[config.mk]
export PLATFORM = sky130hd
export DESIGN_NAME = host_register_port
export DESIGN_NICKNAME = d
export VERILOG_FILES = /design/src/logic/host_port_pkg.sv /design/src/logic/host_register_port.sv
export VERILOG_INCLUDE_DIRS = /design/src /design/src/logic
export SDC_FILE = /design/constraint.sdc
export NUM_CORES = 1
export LEC_CHECK = 0
export ABC_AREA = 1
export BUFFER_PORTS_ARGS = -buffer_cell sky130_fd_sc_hd__clkbuf_2
export CORE_ASPECT_RATIO = 0.8
export CORE_MARGIN = 2
export CORE_UTILIZATION = 51
export DETAILED_ROUTE_END_ITERATION = 10
export PLACE_DENSITY = 0.71
export RECOVER_POWER = 50
export SLEW_MARGIN = 10
export SYNTH_ARGS = -nofsm -noshare
export SYNTH_HDL_FRONTEND = slang
export SYNTH_SLANG_ARGS = --single-unit
[constraint.sdc]
create_clock -name clk_sys_in -period 1.65 [get_ports clk_sys_in]
set_input_delay 0.33 -clock clk_sys_in [delete_from_list [all_inputs] [get_ports clk_sys_in]]
set_output_delay 0.33 -clock clk_sys_in [all_outputs]
set_load 0.005 [all_outputs]
[src/logic/host_port_params.svh]
// Constants for the parallel host register port.
// Summary of operation
// RULE1: In direct-address modes addr_select low moves data, high moves the pointer.
// RULE2: Host writes the pointer with addr_select high, then moves data low.
// RULE3: The pointer is kept, so repeated data accesses reach the same register.
// RULE4: In latched-address modes the host holds addr_select low; it is ignored.
// RULE5: In latched-address modes a high latch strobe loads the pointer from the bus.
// RULE6: Upper-range reads are two-step; the first read returns junk to discard.
// RULE7: After the junk read the indirect data register returns the target value.
// RULE8: All other registers return their true value on one read.
// RULE9: An address read with addr_select high returns the current pointer.
// RULE10: Read is chip select and read strobe low with write indication inactive.
// RULE11: The port drives the bus only during the read strobe, then releases it; the code drives and releases it three clocks late, behind the synchroniser.
// RULE12: Write data or pointer is taken at the trailing edge of the strobe.
// RULE13: Host spaces data accesses by 30 ns low range, 3.5 clocks high range.
// RULE14: Wait goes low only on too-close data phases, for at most the cycle time.
// RULE15: A host meeting the spacing may leave the wait output unused.
// RULE16: Interrupt handlers should save and restore the pointer around accesses.
// RULE17: First latch strobe rise after reset selects latched-address mode forever.
// RULE18: Latch strobe edges during reset are ignored.
// RULE19: Host strobes pass a two-stage synchroniser before any state changes.
`ifndef HOST_PORT_PARAMS_SVH
`define HOST_PORT_PARAMS_SVH
// ==========================================================================
// Register map points
`define INDIRECT_DATA_ADDR 8'h88
`define TARGET_BASE_ADDR   8'hc0
`define UPPER_HALF_BIT     7
`define JUNK_READ_VALUE    8'h00
`define POINTER_RESET      8'h00
// ==========================================================================
// Timing
`define T_SYS_NS           100
`define T_CYC_LO_NS        30
`define T_CYC_HI_TENTHS    35
`define CYC_LO_CYCLES ((`T_CYC_LO_NS + `T_SYS_NS - 1) / `T_SYS_NS)
`define CYC_HI_CYCLES ((`T_CYC_HI_TENTHS + 9) / 10)
`define GAP_MAX            3'h7
`endif

[src/logic/host_port_pkg.sv]
// Types shared by the parallel host register port.
package host_port_pkg;
  // ========================================================================
  // Pin group and access states
  typedef struct packed {
    logic       cs_n;
    logic       read_strobe_pin_n;
    logic       write_strobe_pin_n;
    logic       ale;
    logic       addr_select;
    logic [7:0] host_bus;
  } host_pins_s;

  typedef enum logic [1:0] {
    ST_IDLE  = 2'b00,
    ST_READ  = 2'b01,
    ST_WRITE = 2'b10
  } port_state_e;
endpackage : host_port_pkg

[src/logic/host_register_port.sv]
// Parallel eight-bit host port into the device register space.
`timescale 1ns/1ns
`include "host_port_params.svh"
module host_register_port
  import host_port_pkg::*;
#(
  parameter int ADDR_W = 8
) (
  // Clock and reset
  input  wire logic              clk_sys_in,
  input  wire logic              rst_n_in,
  // Strap: 0 strobe plus direction, 1 separate strobes
  input  wire logic              sep_strobes_in,
  // Host pins
  input  wire host_pins_s        host_pins_in,
  output logic [7:0]             host_bus_out,
  output logic                   host_bus_oe_out,
  output logic                   wait_n_out,
  // Register file side
  input  wire logic [7:0]        reg_rdata_in,
  output logic [ADDR_W-1:0]      reg_addr_out,
  output logic [7:0]             reg_wdata_out,
  output logic                   reg_wr_out,
  output logic                   reg_rd_out,
  output logic                   mux_mode_out
);

  // ========================================================================
  // Synchroniser and state
  host_pins_s          sync1_ff;
  host_pins_s          sync2_ff;
  logic                ale_prev_ff;
  logic                strap_done_ff;
  logic                sep_ff;
  port_state_e         state_ff;
  port_state_e         nxt_state;
  logic [ADDR_W-1:0]   ptr_ff;
  logic [7:0]          wr_data_ff;
  logic                wr_a0_ff;
  logic [7:0]          ind_buf_ff;
  logic [2:0]          gap_ff;
  logic [2:0]          wait_cnt_ff;

  // Upper range reads go through the indirect buffer.
  function automatic logic is_target(input logic [ADDR_W-1:0] a);
    is_target = (a >= ADDR_W'(`TARGET_BASE_ADDR));
  endfunction : is_target

  // Least spacing in clocks for a data access to address a.
  function automatic logic [2:0] min_gap(input logic [ADDR_W-1:0] a);
    min_gap = a[`UPPER_HALF_BIT] ? 3'(`CYC_HI_CYCLES) : 3'(`CYC_LO_CYCLES);
  endfunction : min_gap

  // ========================================================================
  // Access decode on synchronised pins
  wire logic sel_n     = sync2_ff.cs_n;
  wire logic rd_act    = sep_ff ?
         (~sel_n & ~sync2_ff.read_strobe_pin_n & sync2_ff.write_strobe_pin_n) :
         (~sel_n & ~sync2_ff.read_strobe_pin_n & sync2_ff.write_strobe_pin_n); // RULE10
  wire logic wr_act    = sep_ff ?
         (~sel_n & ~sync2_ff.write_strobe_pin_n) :
         (~sel_n & ~sync2_ff.read_strobe_pin_n & ~sync2_ff.write_strobe_pin_n);
  wire logic ale_rise  = sync2_ff.ale & ~ale_prev_ff;
  wire logic addr_ph   = ~mux_mode_out & sync2_ff.addr_select; // RULE1 RULE4
  wire logic rd_start  = (state_ff == ST_IDLE) & rd_act;
  wire logic wr_start  = (state_ff == ST_IDLE) & ~rd_act & wr_act;
  wire logic wr_end    = (state_ff == ST_WRITE) & ~wr_act; // RULE12
  wire logic data_start = (rd_start | wr_start) & ~addr_ph;
  wire logic tgt_read  = rd_start & ~addr_ph & is_target(ptr_ff);
  wire logic [7:0] rd_sel =
         addr_ph                                  ? 8'(ptr_ff) :   // RULE9
         (ptr_ff == ADDR_W'(`INDIRECT_DATA_ADDR)) ? ind_buf_ff :   // RULE7
         is_target(ptr_ff)                        ? `JUNK_READ_VALUE : // RULE6
                                                    reg_rdata_in;  // RULE8
  wire logic [2:0] need = min_gap(ptr_ff);

  // Next access state.
  always_comb begin
    nxt_state = state_ff;
    case (state_ff)
      ST_IDLE:  begin
        if (rd_act)      nxt_state = ST_READ;
        else if (wr_act) nxt_state = ST_WRITE;
      end
      ST_READ:  begin
        if (!rd_act)     nxt_state = ST_IDLE;
      end
      ST_WRITE: begin
        if (!wr_act)     nxt_state = ST_IDLE;
      end
      default:           nxt_state = ST_IDLE;
    endcase
  end

  // Two flops per pin; only the second stage is looked at.
  always_ff @(posedge clk_sys_in or negedge rst_n_in) begin
    if (!rst_n_in) begin
      sync1_ff    <= '1;
      sync2_ff    <= '1;
      ale_prev_ff <= 1'b1;
    end else begin
      sync1_ff    <= host_pins_in;  // RULE19
      sync2_ff    <= sync1_ff;
      ale_prev_ff <= sync2_ff.ale;
    end
  end

  // Strap caught once after reset release, so it never feeds the reset.
  always_ff @(posedge clk_sys_in or negedge rst_n_in) begin
    if (!rst_n_in) begin
      strap_done_ff <= 1'b0;
      sep_ff        <= 1'b0;
    end else if (!strap_done_ff) begin
      strap_done_ff <= 1'b1;
      sep_ff        <= sep_strobes_in;
    end
  end

  // Latched-address mode is sticky; the reset-idle preset of ale_prev_ff
  // means a latch strobe held through reset does not count as a rise.
  always_ff @(posedge clk_sys_in or negedge rst_n_in) begin
    if (!rst_n_in) begin
      mux_mode_out <= 1'b0;
    end else if (ale_rise) begin
      mux_mode_out <= 1'b1;  // RULE17 RULE18
    end
  end

  // Access state and write capture; data follows the strobes' pipeline.
  always_ff @(posedge clk_sys_in or negedge rst_n_in) begin
    if (!rst_n_in) begin
      state_ff   <= ST_IDLE;
      wr_data_ff <= 8'h00;
      wr_a0_ff   <= 1'b0;
    end else begin
      state_ff <= nxt_state;
      if (wr_act && state_ff != ST_READ) begin
        wr_data_ff <= sync2_ff.host_bus;
        wr_a0_ff   <= addr_ph;
      end
    end
  end

  // Pointer: latch strobe, or an address write in direct-address modes.
  // The latch strobe loads only from its first synchronised rise on, so the
  // all-ones synchroniser preset seen just after reset cannot move the
  // pointer away from its reset value.
  always_ff @(posedge clk_sys_in or negedge rst_n_in) begin
    if (!rst_n_in) begin
      ptr_ff <= ADDR_W'(`POINTER_RESET);
    end else if (sync2_ff.ale && (mux_mode_out || ale_rise)) begin
      ptr_ff <= ADDR_W'(sync2_ff.host_bus);  // RULE5
    end else if (wr_end && wr_a0_ff) begin
      ptr_ff <= ADDR_W'(wr_data_ff);  // RULE2
    end
  end

  // Register strobes; the pointer is never cleared by a data access.
  always_ff @(posedge clk_sys_in or negedge rst_n_in) begin
    if (!rst_n_in) begin
      reg_wr_out    <= 1'b0;
      reg_rd_out    <= 1'b0;
      reg_wdata_out <= 8'h00;
      reg_addr_out  <= ADDR_W'(`POINTER_RESET);
    end else begin
      reg_wr_out   <= wr_end & ~wr_a0_ff;  // RULE3
      reg_rd_out   <= rd_start & ~addr_ph;
      reg_addr_out <= ptr_ff;
      if (wr_end) begin
        reg_wdata_out <= wr_data_ff;
      end
    end
  end

  // Indirect buffer takes the target value at the junk read.
  always_ff @(posedge clk_sys_in or negedge rst_n_in) begin
    if (!rst_n_in) begin
      ind_buf_ff <= 8'h00;
    end else if (tgt_read) begin
      ind_buf_ff <= reg_rdata_in;  // RULE6
    end
  end

  // Bus drive only while a read is seen; released when it ends.
  always_ff @(posedge clk_sys_in or negedge rst_n_in) begin
    if (!rst_n_in) begin
      host_bus_out    <= 8'h00;
      host_bus_oe_out <= 1'b0;
    end else begin
      host_bus_oe_out <= rd_act & (state_ff != ST_WRITE);  // RULE11
      if (rd_start) begin
        host_bus_out <= rd_sel;
      end
    end
  end

  // Spacing guard. Wait is late by the synchroniser depth; that is the price
  // of sampling asynchronous strobes, and a host meeting spacing ignores it.
  always_ff @(posedge clk_sys_in or negedge rst_n_in) begin
    if (!rst_n_in) begin
      gap_ff      <= `GAP_MAX;
      wait_cnt_ff <= 3'h0;
      wait_n_out  <= 1'b1;
    end else begin
      if (data_start) begin
        gap_ff <= 3'h1;
      end else if (gap_ff != `GAP_MAX) begin
        gap_ff <= gap_ff + 3'h1;
      end
      if (data_start && gap_ff < need) begin
        wait_cnt_ff <= need - gap_ff;  // RULE14
        wait_n_out  <= 1'b0;
      end else if (wait_cnt_ff > 3'h1) begin
        wait_cnt_ff <= wait_cnt_ff - 3'h1;
      end else begin
        wait_cnt_ff <= 3'h0;
        wait_n_out  <= 1'b1;
      end
    end
  end

endmodule : host_register_port

==> results of run 1 <==
==> synth_stat cells, drive strengths merged <==
cell | number | area share
buf | 8 | 0.018
inv | 40 | 0.040
dfstp | 31 | 0.22
ha | 7 | 0.024
xor2 | 1 | 0.0024
dfrtp | 60 | 0.40
clkinv | 1 | 0.0010
a22oi | 1 | 0.0020
nand3 | 30 | 0.042
o21bai | 1 | 0.0020
a21oi | 13 | 0.020
o21ai | 33 | 0.061
or2 | 1 | 0.0017
conb | 1 | 0.0010
nor2 | 26 | 0.034
xnor2 | 2 | 0.0047
nand2 | 111 | 0.12
==> sequential cells by signal, indices dropped and copies added (netlist names) <==
name,flops
reg_addr_out,8
wr_data_ff,8
strap_done_ff,1
ind_buf_ff,8
wr_a0_ff,1
reg_wdata_out,8
wait_cnt_ff,3
mux_mode_out,1
reg_wr_out,1
sync1_ff,13
sel_n,1
ptr_ff,8
sync2_ff,12
host_bus_out,8
wait_n_out,1
state_ff,2
gap_ff,3
host_bus_oe_out,1
sep_ff,1
reg_rd_out,1
ale_prev_ff,1
==> how the worst max path moves through the flow <==
stage                                from                        to  slack [ns]
CTS                 gap_ff[2]$_DFFE_PN1P_  wait_cnt_ff[2]$_DFF_PN0_        0.05
global placement    gap_ff[2]$_DFFE_PN1P_  wait_cnt_ff[2]$_DFF_PN0_        0.14
detailed placement  gap_ff[2]$_DFFE_PN1P_  wait_cnt_ff[2]$_DFF_PN0_        0.07
floorplan           gap_ff[2]$_DFFE_PN1P_  wait_cnt_ff[0]$_DFF_PN0_        0.10
finish              gap_ff[2]$_DFFE_PN1P_  wait_cnt_ff[1]$_DFF_PN0_        0.07
global route        gap_ff[2]$_DFFE_PN1P_  wait_cnt_ff[1]$_DFF_PN0_       0.004
==> worst reg2reg max path, delay by kind of cell (launching register included) <==
kind            cells  cell delay (ns)
flops               1             0.55
simple gates        4             0.25
fa+ha+maj           1             0.28
buf+inv             2             0.24
compound gates      1             0.16
==> per-stage QoR <==
stage / hold slack (ns) / worst slack, ns
2_1_floorplan: 0.0344 / 0.103
3_3_place_gp: 0.216 / 0.140
3_5_place_dp: 0.214 / 0.0654
4_1_cts: 0.0393 / 0.0499
5_1_grt: 0.0292 / 0.00373
6_report: 0.0502 / 0.0700
==> metal layers <==
layer / GRT usage / part of all wire / vias to the layer above
met1: 0.256 / 0.47 / 1232
met2: 0.305 / 0.48 / 59
met3: 0.0513 / 0.041 / 6
met5: 0 / 0 / -
li1: - / - / 1283
met4: 0.0644 / 0.0099 / 0
==> final cells by class <==
cell class	instances	area (um2)
sequential	91	2320
fill	587	2650
clock buffer	11	141
timing repair buffer	64	362
inverter	41	154
multi-input combinational	227	1200
clock inverter	5	62.6
tap	87	109
==> logic make-up after synthesis <==
| logic type | Yosys count | share of synthesized area |
|---|---|---|
| buf+inv | 49 | 0.0594 |
| xor+xnor | 3 | 0.00705 |
| fa+ha+maj | 7 | 0.0235 |
| other cells | 1 | 0.00101 |
| flops | 91 | 0.622 |
| simple gates | 168 | 0.201 |
| compound gates | 48 | 0.0860 |
==> power by group <==
group / switching [mW] / internal, mW
Combinational: 0.759 / 0.631
Clock: 0.756 / 0.750
Sequential: 0.259 / 2.70
==> repair_timing <==
action | CTS | global route
gates resized for setup | 0 | 1
hold endpoints to repair | 11 | 0
buffers inserted | 0 | 1
hold buffers | 1 | 0
setup endpoints to repair | 0 | 3
==> flow_metrics.tcl, run 1 <==
set metrics [dict create \
    endpoint_kind "register" \
    path_delay_family "flip-flops" \
    grt_setup_unrepaired "false" \
    synthToLayoutAreaGrowth_pct 16.5 \
    core_um2 6990 \
    critPathKind "reg2reg" \
    hold_class "in2reg" \
    vias_per_cell 4.90 \
    clockRootBuffer "clkbuf_8" \
    ys_seq_area_frac 0.622 \
    ctsLongestPathBuffers 2 \
    placed_area_um2 4130 \
    finalCriticalPeriod_ns 1.58 \
    power_mw 5.86 \
    cts_made_buffers 9 \
    final_common_cell "nand2_1" \
    fmaxAchievable_mhz 633 \
    finalSetupTns_ns 0 \
    regToRegEndpoint "wait_cnt_ff[1]$_DFF_PN0_" \
    crit_path_start_kind "register" \
    max-slew-margin-rel 0.653 \
    syn-num-nets 398 \
    grt_overflow 0 \
    rows 27 \
    wire_per_inst_um 13.0 \
    r2r_setup_slack_ns 0.07 \
    p_per_area_nw_per_um2 1350 \
    final_util 0.621 \
    mostFrequentLayoutCells "101 x nand2_1, 60 x dfrtp_1, 52 x clkbuf_2" \
    reg2reg_from "gap_ff[2]$_DFFE_PN1P_" \
    post-place-cells 508 \
    cp_slowest_cell "dfstp_2" \
    crit_top_cell "nand2_1" \
    dieArea_um2 8010 \
    portBuffers 52 \
    worst_slew_pin_slew_ns 0.520 \
    clkTransAtPathRegs_ns 0.08 \
    ios 53 \
    hold_start "host_pins_in[3]" \
    maxSlewViolCount 0 \
    ir_drop_uv 698 \
    syn-cell-area_um2 3730 \
    max_stage_delay_ns 0.55 \
    grt_pass1_wl_um 11700 \
    holdPathStages 1 \
    final_area_um2 4340 \
    crit_chain "inv_1, ha_4, nand3_1, a22oi_1, buf_4, nand2_2, nand2_1, nand2_1" \
    grt_usage 0.191 \
    crit_buf_inv 2 \
    cap_violations 0 \
    gp_congestion 0.794 \
    r2r.worst_path.cells 8 \
    start_util 0.533 \
    hold_viol_final 0 \
    leakage_nw 2.25 \
    drtAntennaViolNets 0 \
    cp_data_required_time_ns 1.89 \
    status "finished, final reports clean" \
    crit_path_max_fanout 5 \
    cts_sinks 91 \
    nets 465 \
    die_y_um 80.5 \
    grt_pass1_vias 2541 \
    drc_errors 0 \
    antenna_found_initial 0 \
    worstSkewPairLatency_ns 0.36 \
    routed_wl_um 6860 \
    arrival_ns 1.82 \
    grt_max_degree 39 \
    htree_levels 3 \
    yosysWarningCount 0 \
    dr.pass1.iters 4 \
    cts_tree "yes" \
    antenna_cells 0 \
    synth_cell_type_count 27 \
    fin_crit_sh 0.958 \
    drive_above_1_share 0.335 \
    clock-skew-final_ns 0.0150 \
    setup_viol 0 \
    drt_iter0_drc 122 \
    num_vias 2580 \
    ys_seq_elements 91 \
    synth_cells 367 \
    die-width_um 99.6 \
    dp_hpwl_um 5050 \
    min_to "sync1_ff[3]$_DFF_PN1_" \
    cp.depth 8 \
    syn_area_per_cell_um2 10.2 \
    final_cells 526 \
]
(Power assumes the default switching activity.)
==> inputs of run 2 (changes only) <==
--- a/config.mk
+++ b/config.mk
@@ -6,13 +6,12 @@
 export SDC_FILE = /design/constraint.sdc
 export NUM_CORES = 1
 export LEC_CHECK = 0
-export ABC_AREA = 1
 export BUFFER_PORTS_ARGS = -buffer_cell sky130_fd_sc_hd__clkbuf_2
 export CORE_ASPECT_RATIO = 0.8
 export CORE_MARGIN = 2
-export CORE_UTILIZATION = 51
+export CORE_UTILIZATION = 50
 export DETAILED_ROUTE_END_ITERATION = 10
-export PLACE_DENSITY = 0.71
+export PLACE_DENSITY = 0.7
 export RECOVER_POWER = 50
 export SLEW_MARGIN = 10
 export SYNTH_ARGS = -nofsm -noshare
==> run 2 against run 1 <==
The flow now finishes with violations (setup timing); sequential share of layout area down 2.7 points; utilization up 4.6 points; flip-flop and latch count unchanged; power up 8.2%; count of clock-buffer cells in the layout down 2; non-clock buffer count up 16; final cell count down 21%; via count down 18%; routed wire length down 4.2%; global-route usage about the same; synthesized cell count down 35%; largest cell class unchanged.
==> flow_metrics.tcl, run 2 <==
set metrics [dict create \
    synthToLayoutAreaGrowth_pct 29.1 \
    synth_cells 240 \
    nets 357 \
    synth-edff-count 0 \
    regToRegEndpoint "ind_buf_ff[2]$_DFFE_PN0P_" \
    muxShareOfSynthArea 0.176 \
    die-width_um 98.1 \
    synthSimpleGateAreaFrac 0.0685 \
    async_reset_ff_frac 1.00 \
    fmaxAchievable_mhz 463 \
    clock-skew-final_ns 0.00695 \
    largest_reg_flops 13 \
    clkTransAtPathRegs_ns 0.09 \
    drt_iter0_drc 79 \
    synth_cell_type_count 38 \
    portBuffers 52 \
    grt_pass1_wl_um 11300 \
    max-slew-margin-rel 0.498 \
    p_int_mw 4.59 \
    vias_per_cell 5.05 \
    cap_violations 0 \
    setup_viol 42 \
    drive_above_1_share 0.583 \
    cp_slowest_cell "dfstp_2" \
    synth_xor_area_frac 0.00742 \
    grt_usage 0.191 \
    arrival_ns 2.41 \
    grt_pass1_vias 2302 \
    die_y_um 79.3 \
    htree_levels 3 \
    hold_slack_ns 0.0401 \
    syn_area_per_cell_um2 14.8 \
    core_um2 6860 \
    cp_data_required_time_ns 1.90 \
    grt_setup_unrepaired "true" \
    dr.pass1.iters 6 \
    ys_seq_area_frac 0.654 \
    worst_slew_pin_slew_ns 0.753 \
    ios 53 \
    drc_errors 0 \
    ys_seq_elements 91 \
    leakage_nw 2.18 \
    r2r.worst_path.cells 4 \
    p_per_area_nw_per_um2 1390 \
    combPwrFrac 0.246 \
    crit_path_start_kind "register" \
    cts_tree "yes" \
    antenna_cells 0 \
    maxSlewViolCount 0 \
    cts_sinks 91 \
    routed_wl_um 6570 \
    final_area_um2 4570 \
    clockRootBuffer "clkbuf_8" \
    synth_area_leader_cell "dfrtp_1" \
    ctsLongestPathBuffers 2 \
    ys.flop_type "dfrtp_1" \
    ir_drop_uv 930 \
    seqPwrFrac 0.486 \
    crit_path_max_fanout 8 \
    hold_viol_final 0 \
    mostFrequentLayoutCells "60 x dfrtp_1, 52 x clkbuf_2, 30 x dfstp_2" \
    holdPathStages 1 \
    max_stage_delay_ns 0.54 \
    swShare 0.275 \
    crit_top_cell "or3_4" \
    gp_congestion 0.786 \
    cts_made_buffers 9 \
    synth_top_family_by_area "multiplexers" \
    yosysWarningCount 0 \
    syn-num-nets 271 \
    drtAntennaViolNets 0 \
    start_util 0.517 \
    fin_crit_sh 1.31 \
    grt_overflow 0 \
    endpoint_kind "register" \
    reg2reg_from "sync2_ff[10]$_DFF_PN1_" \
    wire_per_inst_um 15.7 \
    hold_class "in2reg" \
    top_register "sync1_ff" \
    final_common_cell "dfrtp_1" \
    ys_top_cells_by_count "60 x dfrtp_1, 35 x mux2_2, 31 x dfstp_2, 18 x nand2_1, 11 x mux2i_1" \
    status "complete, but fails checks" \
    clockPowerShare 0.268 \
    synth-adder-area-share 0.0247 \
    top_regs "sync1_ff: 13 flops, sync2_ff: 12 flops" \
    grt_max_degree 33 \
    dp_hpwl_um 4540 \
    power_mw 6.34 \
    finalSetupTns_ns -8.74 \
    num_vias 2110 \
    synth_top_area_share 0.424 \
    min_to "sync1_ff[1]$_DFF_PN1_" \
    synthTopCellsByArea "dfrtp_1 42%, dfstp_2 23%, mux2_2 11%" \
    finalCriticalPeriod_ns 2.16 \
    hold_start "host_pins_in[1]" \
    setup_slack_ns -0.511 \
    worstSkewPairLatency_ns 0.36 \
    r2r_setup_slack_ns -0.51 \
    rows 27 \
    syn-cell-area_um2 3540 \
    dieArea_um2 7780 \
    placed_area_um2 4170 \
    synth_compound_area_frac 0.0498 \
    switchingPower_mw 1.74 \
    crit_chain "or3b_4, or3_4, or3_4, mux2_4" \
    yosysMostFrequentCell "dfrtp_1" \
    antenna_found_initial 0 \
    failed_checks "setup timing" \
    critPathKind "reg2reg" \
]
==> run 2: worst max-delay path: cells and delay by family, from the launching register on <==
| kind | cells | cell delay [ns] |
|---|---|---|
| AND/OR/NAND/NOR | 3 | 1.20 |
| multiplexers | 1 | 0.32 |
| flip-flops | 1 | 0.54 |
==> run 2: metrics by stage <==
step	instances	utilization	setup WS, ns
after floorplan	240	-	-0.592
after global placement	394	0.608	-0.518
after detailed placement	394	0.608	-0.569
after CTS	418	0.668	-0.539
after global routing	418	0.667	-0.559
final	418	0.667	-0.511
==> run 2: cell families after synthesis <==
family | count (synthesis)
fa+ha+maj | 7
other cells | 1
buf+inv | 15
simple gates | 47
compound gates | 22
xor+xnor | 3
flops | 91
mux | 54
==> run 2: cell type report <==
| class | count | area, um2 |
|---|---|---|
| fill | 490 | 2280 |
| tap | 87 | 109 |
| multi-input combinational | 135 | 1350 |
| sequential | 91 | 2320 |
| timing repair buffer | 80 | 533 |
| clock inverter | 7 | 108 |
| clock buffer | 9 | 124 |
| inverter | 9 | 33.8 |
==> run 2: worst max path at each step <==
stage                                 startpoint                         to  slack (ns)  depth (start not counted)
after global routing      sync2_ff[10]$_DFF_PN1_  ind_buf_ff[0]$_DFFE_PN0P_       -0.56                          4
final                     sync2_ff[10]$_DFF_PN1_  ind_buf_ff[2]$_DFFE_PN0P_       -0.51                          4
after global placement    sync2_ff[10]$_DFF_PN1_  ind_buf_ff[1]$_DFFE_PN0P_       -0.52                          5
after CTS                 sync2_ff[10]$_DFF_PN1_  ind_buf_ff[3]$_DFFE_PN0P_       -0.54                          5
after detailed placement  sync2_ff[10]$_DFF_PN1_  ind_buf_ff[1]$_DFFE_PN0P_       -0.57                          5
after floorplan           sync2_ff[10]$_DFF_PN1_  ind_buf_ff[0]$_DFFE_PN0P_       -0.59                          6
==> run 2: per-layer routing <==
metal / wire [um] / track usage
met5: 0 / 0
met4: 101 / 0.0639
met3: 296 / 0.0616
met2: 3160 / 0.309
met1: 3010 / 0.247
==> run 2: what timing repair did <==
action                                  4_1_cts  5_1_grt
hold buffers                                  1        0
cloned                                        2        0
endpoints found under the setup margin       44       45
pin swaps                                    15        8
endpoints found under the hold margin        16        0
setup buffers                                 5        4
resized for setup                            28       10
==> run 2: power by group through the flow <==
stage	Clock (mW)	Combinational, mW	Sequential, mW
after global placement	0	1.40	3.10
after global routing	1.83	1.74	3.16
final	1.70	1.56	3.08
after CTS	1.74	1.57	3.09
after floorplan	0	0.945	3.04
after detailed placement	0	1.45	3.11
